`config.mk`:
```
export PLATFORM = sky130hd
export DESIGN_NAME = cebi_bus_interface
export DESIGN_NICKNAME = d
export VERILOG_FILES = /design/src/shared/cebi_pkg.sv /design/src/cebi_bus_interface.sv
export SDC_FILE = /design/constraint.sdc
export NUM_CORES = 1
export LEC_CHECK = 0
export BUFFER_PORTS_ARGS = -buffer_cell sky130_fd_sc_hd__buf_2
export CORE_MARGIN = 3
export CORE_UTILIZATION = 40
export CTS_BUF_LIST = sky130_fd_sc_hd__clkbuf_4 sky130_fd_sc_hd__clkbuf_8
export CTS_CLUSTER_SIZE = 20
export DETAILED_ROUTE_END_ITERATION = 12
export PLACE_DENSITY = 0.64
export RECOVER_POWER = 100
export REMOVE_ABC_BUFFERS = 1
export SYNTH_ARGS = -nofsm -noshare
export SYNTH_HDL_FRONTEND = slang
export SYNTH_SLANG_ARGS = --single-unit
```
`constraint.sdc`:
```
create_clock -name ref_clk_in -period 3.44 [get_ports ref_clk_in]
set_clock_uncertainty 0.2 [all_clocks]
set_input_delay 0.344 -clock ref_clk_in [delete_from_list [all_inputs] [get_ports ref_clk_in]]
set_output_delay 0.344 -clock ref_clk_in [all_outputs]
set_load 0.01 [all_outputs]
```
`src/shared/cebi_pkg.sv`:
```
package cebi_pkg;

  localparam logic [19:0] RESET_FETCH_ADDR = 20'hffff0;
  localparam int          FIFO_WIDTH       = 8;
  localparam int          FIFO_DEPTH       = 32;
  localparam int          FIFO_CNT_W       = 6;
  // prefetch stops here even though the buffer is deeper
  localparam logic [5:0]  QUEUE_LIMIT      = 6'h04;
  localparam logic [7:0]  NMI_TYPE         = 8'h02;
  localparam logic [9:0]  PTR_HIGH_ZERO    = 10'h000;
  localparam logic [1:0]  PTR_LOW_ZERO     = 2'h0;

  typedef enum logic [6:0] {
    BS_IDLE = 7'h01,
    BS_T1   = 7'h02,
    BS_T2   = 7'h04,
    BS_T3   = 7'h08,
    BS_TW   = 7'h10,
    BS_T4   = 7'h20,
    BS_HOLD = 7'h40
  } cebi_bus_state_t;

  // codes equal the cycle-type pin encoding, msb first
  typedef enum logic [2:0] {
    CK_INT_ACK_STROBE_N    = 3'h0,
    CK_IO_RD   = 3'h1,
    CK_IO_WR   = 3'h2,
    CK_HALT    = 3'h3,
    CK_FETCH   = 3'h4,
    CK_MEM_RD  = 3'h5,
    CK_MEM_WR  = 3'h6,
    CK_PASSIVE = 3'h7
  } cebi_kind_t;

  // bit 1 is segment_status_hi, bit 0 segment_status_lo
  typedef enum logic [1:0] {
    SEG_ALT   = 2'h0,
    SEG_STACK = 2'h1,
    SEG_CODE  = 2'h2,
    SEG_DATA  = 2'h3
  } cebi_seg_t;

  typedef enum logic [1:0] {
    QS_NOP   = 2'h0,
    QS_FIRST = 2'h1,
    QS_EMPTY = 2'h2,
    QS_NEXT  = 2'h3
  } cebi_qstate_t;

  typedef enum logic [1:0] {
    HS_NONE   = 2'h0,
    HS_PIN    = 2'h1,
    HS_LINE_A = 2'h2,
    HS_LINE_B = 2'h3
  } cebi_hold_src_t;

  typedef enum logic [1:0] {
    HP_FLOAT = 2'h0,
    HP_GRANT = 2'h1,
    HP_HELD  = 2'h2
  } cebi_hold_phase_t;

  typedef struct packed {
    cebi_kind_t  kind;
    logic [19:0] addr;
    cebi_seg_t   seg;
    logic [7:0]  wdata;
  } cebi_req_t;

  typedef struct packed {
    logic [7:0] ad_out;
    logic       ad_oe;
    logic [7:0] mid;
    logic       mid_oe;
    logic [3:0] upper;
    logic       upper_oe;
    logic       rd_n;
    logic       rd_oe;
    logic       wr_n;
    logic       wr_oe;
    logic       int_ack_strobe_n_n;
    logic       int_ack_strobe_n_oe;
    logic       ale;
    logic       space;
    logic       space_oe;
    logic       dir;
    logic       den_n;
    logic       xcvr_oe;
    logic       hold_grant;
    logic       ss0;
    logic [2:0] ctype;
    logic       ctype_oe;
    logic       lock_n;
    logic       lock_oe;
    logic [1:0] qstate;
    logic       rga_out;
    logic       rga_oe;
    logic       rgb_out;
    logic       rgb_oe;
  } cebi_pins_t;

endpackage

```
`src/cebi_bus_interface.sv`:
```
`timescale 1ns/1ps
// Behaviour
// RULE1: ready low at end of T3 or wait state inserts another wait state.
// RULE2: interrupt acknowledge is two back-to-back cycles with low lines floating.
// RULE3: low lines carry address in T1, data afterwards, float in ack/hold.
// RULE4: middle address holds bits 8..15 all cycle, floats in ack/hold.
// RULE5: upper lines give address in T1, zero for I/O, then status.
// RULE6: status carries segment code and interrupt-enable flag.
// RULE7: read, write and acknowledge strobes are active low, float in hold.
// RULE8: maskable request synchronised, taken at instruction boundary if enabled.
// RULE9: wait instruction idles while test input is high.
// RULE10: non-maskable input synchronised, becomes type 2, source holds two clocks.
// RULE11: reset restarts the unit at once; source holds it four clocks.
// RULE12: configuration select high gives minimum, low gives maximum configuration.
// RULE13: maximum configuration emits the three-bit cycle type, floats in hold.
// RULE14: maximum configuration hands the bus over two request/grant lines.
// RULE15: maximum configuration drives active-low bus lock, floats in hold.
// RULE16: queue state shows nop, first byte, emptied, subsequent byte.
// RULE17: space select low for memory, high for I/O, floats in hold.
// RULE18: address strobe pulses high in T1 and never floats.
// RULE19: transceiver direction high transmit, enable low active, float in hold.
// RULE20: minimum configuration hold request answered by hold grant.
// RULE21: prefetch keeps at most four instruction bytes queued.
// RULE22: first fetch after reset at ffff0; pointer table below 400 hex.
// RULE23: each cycle is T1 to T4 with wait states between T3 and T4.
// RULE24: strobes assert at start of T2, release at start of T4.
// RULE25: lock spans first to second acknowledge T2; type times four.
// RULE26: hold finishes cycle, floats bus, then grants until request drops.

module cebi_fifo #(
  parameter int WIDTH = 8,
  parameter int DEPTH = 32
) (
  input  wire logic                  ref_clk_in,
  input  wire logic                  reset_in,
  input  wire logic                  flush_in,
  input  wire logic                  in_valid_in,
  output logic                       in_ready_out,
  input  wire logic [WIDTH-1:0]      in_data_in,
  output logic                       out_valid_out,
  input  wire logic                  out_ready_in,
  output logic [WIDTH-1:0]           out_data_out,
  output logic [$clog2(DEPTH+1)-1:0] count_out
);
  localparam int AW = $clog2(DEPTH);
  localparam int CW = $clog2(DEPTH+1);

  typedef struct packed {
    logic [AW-1:0] wr;
    logic [AW-1:0] rd;
    logic [CW-1:0] cnt;
  } cebi_fifo_st_t;

  cebi_fifo_st_t    r;
  cebi_fifo_st_t    next_r;
  logic [WIDTH-1:0] mem [DEPTH];
  logic             push;
  logic             pop;

  assign in_ready_out  = (r.cnt != CW'(DEPTH));
  assign out_valid_out = (r.cnt != '0);
  assign out_data_out  = mem[r.rd];
  assign count_out     = r.cnt;
  assign push          = in_valid_in & in_ready_out & ~flush_in;
  assign pop           = out_valid_out & out_ready_in & ~flush_in;

  always_comb begin
    next_r = r;
    if (flush_in) begin
      next_r = '0;
    end else begin
      if (push) begin
        next_r.wr = (r.wr == AW'(DEPTH - 1)) ? '0 : AW'(r.wr + 1'b1);
      end
      if (pop) begin
        next_r.rd = (r.rd == AW'(DEPTH - 1)) ? '0 : AW'(r.rd + 1'b1);
      end
      next_r.cnt = CW'(r.cnt + CW'(push) - CW'(pop));
    end
  end

  always_ff @(posedge ref_clk_in) begin
    if (reset_in) begin
      r <= '0;
    end else begin
      r <= next_r;
    end
  end

  // storage has no reset; occupancy guards every read
  always_ff @(posedge ref_clk_in) begin
    if (push) begin
      mem[r.wr] <= in_data_in;
    end
  end
endmodule

module cebi_bus_interface (
  input  wire logic                 ref_clk_in,
  input  wire logic                 reset_in,
  input  wire logic                 config_select_in,
  input  wire logic                 ready_in,
  input  wire logic                 maskable_irq_in,
  input  wire logic                 nmi_in,
  input  wire logic                 test_in,
  input  wire logic                 hold_in,
  input  wire logic                 req_grant_a_in,
  input  wire logic                 req_grant_b_in,
  input  wire logic [7:0]           mux_addr_data_in,
  output cebi_pkg::cebi_pins_t      pins_out,
  input  wire cebi_pkg::cebi_req_t  eu_req_in,
  input  wire logic                 eu_req_valid_in,
  output logic                      eu_req_ready_out,
  input  wire logic                 irq_enable_in,
  input  wire logic                 instr_boundary_in,
  input  wire logic                 wait_instr_in,
  input  wire logic                 flush_in,
  input  wire logic [19:0]          flush_addr_in,
  input  wire logic                 queue_ready_in,
  input  wire logic                 queue_first_in,
  output logic [7:0]                queue_byte_out,
  output logic                      queue_valid_out,
  output logic [7:0]                rdata_out,
  output logic                      rdata_valid_out,
  output logic [19:0]               int_ptr_out,
  output logic                      int_ptr_valid_out,
  output logic                      irq_take_out,
  output logic                      nmi_take_out,
  output logic                      wait_idle_out
);
  typedef struct packed {
    cebi_pkg::cebi_bus_state_t  st;
    cebi_pkg::cebi_req_t        cyc;
    logic                       fetching;
    logic                       discard;
    logic                       int_ack_strobe_n_pend;
    logic                       int_ack_strobe_n_second;
    logic                       lock;
    cebi_pkg::cebi_hold_src_t   hsrc;
    cebi_pkg::cebi_hold_phase_t hphase;
    logic [19:0]                code_addr;
    logic                       nmi_s1;
    logic                       nmi_s2;
    logic                       nmi_s3;
    logic                       irq_s1;
    logic                       irq_s2;
    logic                       nmi_pend;
    logic [7:0]                 rdata;
    logic                       rdata_valid;
    logic [19:0]                int_ptr;
    logic                       int_ptr_valid;
    logic                       irq_take;
    logic                       nmi_take;
    cebi_pkg::cebi_qstate_t     qstate;
    logic                       wait_idle;
    cebi_pkg::cebi_pins_t       pins;
  } cebi_core_t;

  cebi_core_t                      r;
  cebi_core_t                      next_r;
  logic                            mn;
  logic                            decide;
  logic                            hold_req;
  logic                            done;
  logic                            q_in_ready;
  logic                            q_push;
  logic [cebi_pkg::FIFO_CNT_W-1:0] q_count;

  assign mn       = config_select_in;                              // RULE12
  assign decide   = (r.st == cebi_pkg::BS_IDLE) | (r.st == cebi_pkg::BS_T4);
  // grant lines only count as requests while nobody holds the bus
  assign hold_req = mn ? hold_in : (~req_grant_a_in | ~req_grant_b_in);
  assign done     = ((r.st == cebi_pkg::BS_T3) | (r.st == cebi_pkg::BS_TW))
                    & (ready_in | (r.cyc.kind == cebi_pkg::CK_HALT));
  assign q_push   = done & r.fetching & ~r.discard & ~flush_in;
  assign eu_req_ready_out = decide & ~(hold_req & ~r.lock) & ~r.int_ack_strobe_n_pend;

  cebi_fifo #(
    .WIDTH(cebi_pkg::FIFO_WIDTH),
    .DEPTH(cebi_pkg::FIFO_DEPTH)
  ) u_queue (
    .ref_clk_in    (ref_clk_in),
    .reset_in      (reset_in),
    .flush_in      (flush_in),
    .in_valid_in   (q_push),
    .in_ready_out  (q_in_ready),
    .in_data_in    (mux_addr_data_in),
    .out_valid_out (queue_valid_out),
    .out_ready_in  (queue_ready_in),
    .out_data_out  (queue_byte_out),
    .count_out     (q_count)
  );

  function automatic cebi_pkg::cebi_pins_t drive(cebi_core_t s, logic m,
                                                  logic ien);
    cebi_pkg::cebi_pins_t p;
    logic t1, strobe, data, act, hold, int_ack_strobe_n, rdk, wrk, io;
    t1     = (s.st == cebi_pkg::BS_T1);
    strobe = (s.st == cebi_pkg::BS_T2) | (s.st == cebi_pkg::BS_T3)
             | (s.st == cebi_pkg::BS_TW);
    data   = strobe | (s.st == cebi_pkg::BS_T4);
    act    = t1 | data;
    hold   = (s.st == cebi_pkg::BS_HOLD);
    int_ack_strobe_n   = act & (s.cyc.kind == cebi_pkg::CK_INT_ACK_STROBE_N);
    rdk    = (s.cyc.kind == cebi_pkg::CK_IO_RD)
             | (s.cyc.kind == cebi_pkg::CK_MEM_RD)
             | (s.cyc.kind == cebi_pkg::CK_FETCH);
    wrk    = (s.cyc.kind == cebi_pkg::CK_IO_WR)
             | (s.cyc.kind == cebi_pkg::CK_MEM_WR);
    io     = (s.cyc.kind == cebi_pkg::CK_IO_RD)
             | (s.cyc.kind == cebi_pkg::CK_IO_WR) | int_ack_strobe_n;
    p.ad_out   = t1 ? s.cyc.addr[7:0] : s.cyc.wdata;                // RULE3
    p.ad_oe    = act & ~int_ack_strobe_n & (t1 | (data & wrk));                 // RULE2
    p.mid      = s.cyc.addr[15:8];                                  // RULE4
    p.mid_oe   = ~hold & ~int_ack_strobe_n;                                     // RULE4
    p.upper    = t1 ? (io ? 4'h0 : s.cyc.addr[19:16])               // RULE5
                    : {1'b0, ien, s.cyc.seg};                       // RULE6
    p.upper_oe = ~hold;                                             // RULE5
    p.rd_n     = ~(strobe & rdk);                                   // RULE24
    p.rd_oe    = ~hold;                                             // RULE7
    p.wr_n     = ~(strobe & wrk);                                   // RULE24
    p.wr_oe    = m & ~hold;                                         // RULE7
    p.int_ack_strobe_n_n   = ~(strobe & int_ack_strobe_n);                                  // RULE24
    p.int_ack_strobe_n_oe  = m & ~hold;                                         // RULE7
    p.ale      = m & t1;                                            // RULE18
    p.space    = act & io;                                          // RULE17
    p.space_oe = m & ~hold;                                         // RULE17
    p.dir      = ~(act & (rdk | int_ack_strobe_n));                             // RULE19
    p.den_n    = ~(data & (s.cyc.kind != cebi_pkg::CK_HALT));      // RULE19
    p.xcvr_oe  = m & ~hold;                                         // RULE19
    p.hold_grant = m & hold & (s.hphase == cebi_pkg::HP_GRANT);    // RULE20
    p.ctype    = (t1 | strobe) ? s.cyc.kind : cebi_pkg::CK_PASSIVE; // RULE13
    p.ctype_oe = ~m & ~hold;                                        // RULE13
    p.ss0      = p.ctype[0];
    p.lock_n   = ~s.lock;                                           // RULE15
    p.lock_oe  = ~m & ~hold;                                        // RULE15
    p.qstate   = s.qstate;                                          // RULE16
    // grant is a one-clock low pulse on the requesting line
    p.rga_out  = 1'b0;
    p.rga_oe   = ~m & hold & (s.hphase == cebi_pkg::HP_GRANT)
                 & (s.hsrc == cebi_pkg::HS_LINE_A);                 // RULE14
    p.rgb_out  = 1'b0;
    p.rgb_oe   = ~m & hold & (s.hphase == cebi_pkg::HP_GRANT)
                 & (s.hsrc == cebi_pkg::HS_LINE_B);                 // RULE14
    return p;
  endfunction

  always_comb begin
    next_r = r;
    next_r.rdata_valid   = 1'b0;
    next_r.int_ptr_valid = 1'b0;
    next_r.irq_take      = 1'b0;
    next_r.nmi_take      = 1'b0;
    next_r.qstate        = cebi_pkg::QS_NOP;
    next_r.nmi_s1 = nmi_in;                                         // RULE10
    next_r.nmi_s2 = r.nmi_s1;
    next_r.nmi_s3 = r.nmi_s2;
    next_r.irq_s1 = maskable_irq_in;                                // RULE8
    next_r.irq_s2 = r.irq_s1;
    next_r.wait_idle = wait_instr_in & test_in;                     // RULE9

    // non-maskable wins over maskable at the same boundary
    if (instr_boundary_in & r.nmi_pend) begin
      next_r.nmi_take      = 1'b1;
      next_r.nmi_pend      = 1'b0;
      next_r.int_ptr       = {cebi_pkg::PTR_HIGH_ZERO, cebi_pkg::NMI_TYPE,
                              cebi_pkg::PTR_LOW_ZERO};              // RULE10
      next_r.int_ptr_valid = 1'b1;
    end else if (instr_boundary_in & r.irq_s2 & irq_enable_in
                 & ~r.int_ack_strobe_n_pend) begin
      next_r.irq_take  = 1'b1;                                      // RULE8
      next_r.int_ack_strobe_n_pend = 1'b1;
    end
    if (r.nmi_s2 & ~r.nmi_s3) begin
      next_r.nmi_pend = 1'b1;
    end

    case (r.st)
      cebi_pkg::BS_T1: begin
        next_r.st = cebi_pkg::BS_T2;
        if (r.cyc.kind == cebi_pkg::CK_INT_ACK_STROBE_N) begin
          next_r.lock = ~r.int_ack_strobe_n_second;                             // RULE25
        end
      end
      cebi_pkg::BS_T2: begin
        next_r.st = cebi_pkg::BS_T3;
      end
      cebi_pkg::BS_T3, cebi_pkg::BS_TW: begin
        if (done) begin
          next_r.st = cebi_pkg::BS_T4;                              // RULE23
          next_r.fetching = 1'b0;
          next_r.discard  = 1'b0;
          if (r.cyc.kind == cebi_pkg::CK_INT_ACK_STROBE_N) begin
            next_r.int_ack_strobe_n_second = ~r.int_ack_strobe_n_second;                    // RULE2
            if (r.int_ack_strobe_n_second) begin
              next_r.int_ack_strobe_n_pend     = 1'b0;
              next_r.int_ptr       = {cebi_pkg::PTR_HIGH_ZERO,
                                      mux_addr_data_in,
                                      cebi_pkg::PTR_LOW_ZERO};      // RULE25
              next_r.int_ptr_valid = 1'b1;
            end
          end else if (~r.fetching & (r.cyc.kind != cebi_pkg::CK_HALT)) begin
            next_r.rdata       = mux_addr_data_in;
            next_r.rdata_valid = (r.cyc.kind == cebi_pkg::CK_IO_RD)
                                 | (r.cyc.kind == cebi_pkg::CK_MEM_RD);
          end
        end else begin
          next_r.st = cebi_pkg::BS_TW;                              // RULE1
        end
      end
      cebi_pkg::BS_HOLD: begin
        case (r.hphase)
          cebi_pkg::HP_FLOAT: begin
            next_r.hphase = cebi_pkg::HP_GRANT;                     // RULE26
          end
          cebi_pkg::HP_GRANT: begin
            if (r.hsrc != cebi_pkg::HS_PIN) begin
              next_r.hphase = cebi_pkg::HP_HELD;                    // RULE14
            end else if (~hold_in) begin
              next_r.st   = cebi_pkg::BS_IDLE;                      // RULE26
              next_r.hsrc = cebi_pkg::HS_NONE;
            end
          end
          default: begin
            // release pulse from the master that holds the bus
            if (((r.hsrc == cebi_pkg::HS_LINE_A) & ~req_grant_a_in)
                | ((r.hsrc == cebi_pkg::HS_LINE_B) & ~req_grant_b_in)) begin
              next_r.st   = cebi_pkg::BS_IDLE;
              next_r.hsrc = cebi_pkg::HS_NONE;
            end
          end
        endcase
      end
      default: begin
        next_r.st = cebi_pkg::BS_IDLE;
      end
    endcase

    if (decide) begin
      next_r.st = cebi_pkg::BS_IDLE;
      if (hold_req & ~r.lock) begin
        next_r.st     = cebi_pkg::BS_HOLD;                          // RULE26
        next_r.hphase = cebi_pkg::HP_FLOAT;
        next_r.hsrc   = mn ? cebi_pkg::HS_PIN
                      : (~req_grant_a_in ? cebi_pkg::HS_LINE_A
                                         : cebi_pkg::HS_LINE_B);
      end else if (r.int_ack_strobe_n_pend) begin
        next_r.st       = cebi_pkg::BS_T1;                          // RULE2
        next_r.cyc.kind = cebi_pkg::CK_INT_ACK_STROBE_N;
      end else if (eu_req_valid_in) begin
        next_r.st  = cebi_pkg::BS_T1;
        next_r.cyc = eu_req_in;
      end else if (q_in_ready & (q_count < cebi_pkg::QUEUE_LIMIT)) begin
        next_r.st        = cebi_pkg::BS_T1;                         // RULE21
        next_r.cyc.kind  = cebi_pkg::CK_FETCH;
        next_r.cyc.addr  = r.code_addr;                             // RULE22
        next_r.cyc.seg   = cebi_pkg::SEG_CODE;
        next_r.fetching  = 1'b1;
        next_r.code_addr = r.code_addr + 20'h1;
      end
    end

    if (flush_in) begin
      next_r.qstate    = cebi_pkg::QS_EMPTY;                        // RULE16
      next_r.code_addr = flush_addr_in;
      next_r.discard   = next_r.fetching;
    end else if (queue_valid_out & queue_ready_in) begin
      next_r.qstate = queue_first_in ? cebi_pkg::QS_FIRST
                                     : cebi_pkg::QS_NEXT;           // RULE16
    end

    next_r.pins = drive(next_r, mn, irq_enable_in);
  end

  always_ff @(posedge ref_clk_in) begin
    if (reset_in) begin
      r           <= '0;                                            // RULE11
      r.st        <= cebi_pkg::BS_IDLE;
      r.cyc.kind  <= cebi_pkg::CK_PASSIVE;
      r.code_addr <= cebi_pkg::RESET_FETCH_ADDR;                    // RULE22
      r.pins      <= '0;
    end else begin
      r <= next_r;
    end
  end

  assign pins_out          = r.pins;
  assign rdata_out         = r.rdata;
  assign rdata_valid_out   = r.rdata_valid;
  assign int_ptr_out       = r.int_ptr;
  assign int_ptr_valid_out = r.int_ptr_valid;
  assign irq_take_out      = r.irq_take;
  assign nmi_take_out      = r.nmi_take;
  assign wait_idle_out     = r.wait_idle;
endmodule

```
==> impl_metrics.csv <==
group,metric,value,unit
run_status,outcome,"finished with violations",
run_status,violations,"capacitance limit, slew limit",
die,core_area,42300,sq um
sta,hold_viol,0,
placed_design,dp_hpwl,27400,um
cts,cts.root.buffer_cell,"clkbuf_8",
die,die_area,45800,sq um
synthesis,synthArstFlopShare,0,
sta,fin_crit_sh,0.975,
cts,clockBufferDepth,3,
pwr,ir_worst_vdd,0.366,mV
setup_path,cp.arrival,2.81,ns
global_route,track_usage,0.184,
setup_path,cp_top_family,"multiplexers",
setup_path,cp-end-kind,"output port",
drt,drtAntennaViolNets,0,
drt,wl_per_cell,20.3,um
placed_design,port_buffers,167,
setup_path,cp_cell_sequence,"buf_12 > buf_16 > mux4_2 > mux4_2 > mux2_2 > buf_2",
setup_path,start_kind,"flip-flop",
sta,post-route-min-period,3.35,ns
global_route,antenna_found_initial,0,
setup_path,path_buf_inv,3,
cts,cts_num_sinks,418,
drt,routed_via_density,5.25,
setup_path,crit_required,2.90,ns
final_layout,most-common-layout-cells,"edfxtp_1 (256), dfxtp_1 (160), nor2_1 (135)",
cts,path_clk_slew,0.06,ns
drt,dr.first_iter.drc_count,1006,
final_layout,diodes,0,
hold_path,worstHoldEndpoint,"pins_out[15]",
synthesis,netlist_instances,1241,
global_route,grt_overflow,0,
hold_path,hold_class,"in2reg",
pwr,p_leak,6.98,nW
die,start_util,0.409,
drt,drc_errors,0,
sta,layout_setup_ws,0.0858,ns
final_layout,nFillCells,3724,
flow_run,maxCapViolations,9,
final_layout,final_cells,2099,
synthesis,synth_edf_count,256,
hold_path,whs_path_depth,5,
placed_design,placedCellCount,1895,
setup_path,r2r_setup_slack,0.11,ns
setup_path,reg2reg_depth,7,
final_layout,register_area,10900,sq um
final_layout,final_core_util,0.481,
synthesis,ys.flop_type,"edfxtp_1",
sta,setup_viol,0,
final_layout,nets,1569,
sta,hold_slack,0.0471,ns
setup_path,critPathKind,"reg2out",
sta,max_slew_margin,-0.315,
sta,worst-slew-pin-transition,1.97,ns
die,die_h,214,um
final_layout,syn_to_final_growth,17.6,%
cts,numCtsBuffers,70,
global_route,grt_max_degree,65,
global_route,grt_pass1_vias,11200,
synthesis,synth.yosys.warnings,0,
setup_path,critPathMaxFanout,17,
sta,fmax,298,MHz
synthesis,ys_seq_area_frac,0.631,
setup_path,cp_slowest_stage_delay,0.54,ns
global_route,grt_pass1_wl,66400,um
placed_design,gp_congestion,0.795,
setup_path,cp_slowest_cell,"mux4_2",
placed_design,post-place-ws,0.351,ns
sta,slew_violations,316,
synthesis,synth-seq-cells,418,
final_layout,drive_above_1_share,0.228,
synthesis,netlist_area,17300,sq um
final_layout,multi_input_area,5340,sq um
drt,vias,11000,
setup_path,worst_r2r_endpoint,"pins_out[29]",
cts,insertion_delay,0.60,ns
pwr,power.total,11.9,mW
cts,cts_tree,"built",
die,io_pins,170,
synthesis,syn_area_per_cell,14.0,sq um
die,rows,75,
cts,htreeDepth,3,
hold_path,hp-start,"eu_req_in[30]",
setup_path,timing.rr.start,"r[154]",
setup_path,crit_path_frequent_cell,"mux4_2",
drt,totalWireLength,42500,um
final_layout,layout_commonest_cell,"edfxtp_1",
die,fp.dieW,214,um
synthesis,synth.distinct_cells,81,
pwr,pwr_density_cell,585,nW/um^2
drt,dr.pass1.iters,5,
## worst min-delay path: cells and delay by family
family                 cells  cell delay, ns
buffers and inverters      1            0.12
AND/OR/NAND/NOR            2            0.14
AO/OA/AOI/OAI              2            0.16
## Yosys cell counts (7+ instances only)
cell type	number	share of area
a21o_1	8	0.0035
a21oi_1	46	0.013
a221oi_1	8	0.0040
a31oi_1	8	0.0029
and2_1	18	0.0065
and3_1	10	0.0036
buf_1	14	0.0030
buf_2	8	0.0023
buf_4	82	0.036
clkbuf_1	32	0.0069
dfxtp_1	162	0.19
edfxtp_1	256	0.44
ha_1	19	0.014
inv_1	26	0.0056
mux2_2	10	0.0065
mux2i_1	19	0.011
mux4_2	80	0.10
nand2_1	47	0.010
nand3_1	27	0.0078
nand4_1	8	0.0029
nor2_1	134	0.029
nor2b_1	7	0.0025
nor3_1	30	0.0087
nor4_1	12	0.0043
o21ai_0	23	0.0066
or2_2	7	0.0025
or3_1	7	0.0025
xnor2_1	11	0.0056
xor2_1	7	0.0035
## how the worst max path moves through the flow
stage,to,slack (ns),depth (start not counted)
floorplan,queue_byte_out[0],-1.23,3
global placement,u_queue.mem[21][7],0.41,7
detailed placement,u_queue.mem[21][0],0.35,7
CTS,queue_byte_out[7],0.005,5
global route,queue_byte_out[2],-0.01,6
finish,queue_byte_out[6],0.09,6
## registers in the layout, summed over array words and instances (netlist names), named ones only
register / cells
pins_out: 33
irq_take_out: 1
u_queue.count_out: 6
nmi_take_out: 1
r: 72
rdata_valid_out: 1
u_queue.mem: 256
next_r: 3
u_queue.r: 10
wait_idle_out: 1
int_ptr_out: 20
int_ptr_valid_out: 1
rdata_out: 8
## through the flow
stage	area [sq um]	setup TNS, ns
after floorplan	16400	-11.41
after global placement	18400	0
after detailed placement	18400	0
after CTS	20600	0
after global routing	20400	-0.0371
final	20400	0
## cells by family (layout without fill, tap and decap cells)
| family | Yosys count | count (layout) | synth area share |
|---|---|---|---|
| flops | 418 | 418 | 0.631 |
| simple gates | 353 | 353 | 0.105 |
| buf+inv | 169 | 449 | 0.0573 |
| compound gates | 153 | 153 | 0.0605 |
| mux | 109 | 109 | 0.122 |
| fa+ha+maj | 20 | 20 | 0.0149 |
| xor+xnor | 18 | 18 | 0.00911 |
| other cells | 1 | 2 | 0.000217 |
## layer usage
metal / global-route usage / wire length, um / share of wire
met3: 0.0520 / 3400 / 0.080
met1: 0.243 / 17800 / 0.42
met2: 0.297 / 20200 / 0.48
met4: 0.0605 / 1120 / 0.026
met5: 0 / 0 / 0
## layout make-up
type,count,area share
tap,577,0.0355
sequential,418,0.537
clock inverter,33,0.00983
timing repair buffer,298,0.0930
clock buffer,90,0.0571
multi-input combinational,655,0.262
inverter,28,0.00528
## repair_timing
item                                    in CTS  in global routing
buffers inserted                             1                  3
cloned                                       1                  1
endpoints found under the setup margin       8                  8
resized for setup                            1                  2
endpoints found under the hold margin       89                  0
hold buffers                                75                  0
## where the power goes
part	total (mW)	switching [mW]	internal, mW	leakage, nW
sequential	5.63	0.122	5.51	3.62
clock	4.31	1.95	2.36	0.714
combinational	1.96	1.15	0.818	2.64
(Power assumes the default switching activity.)
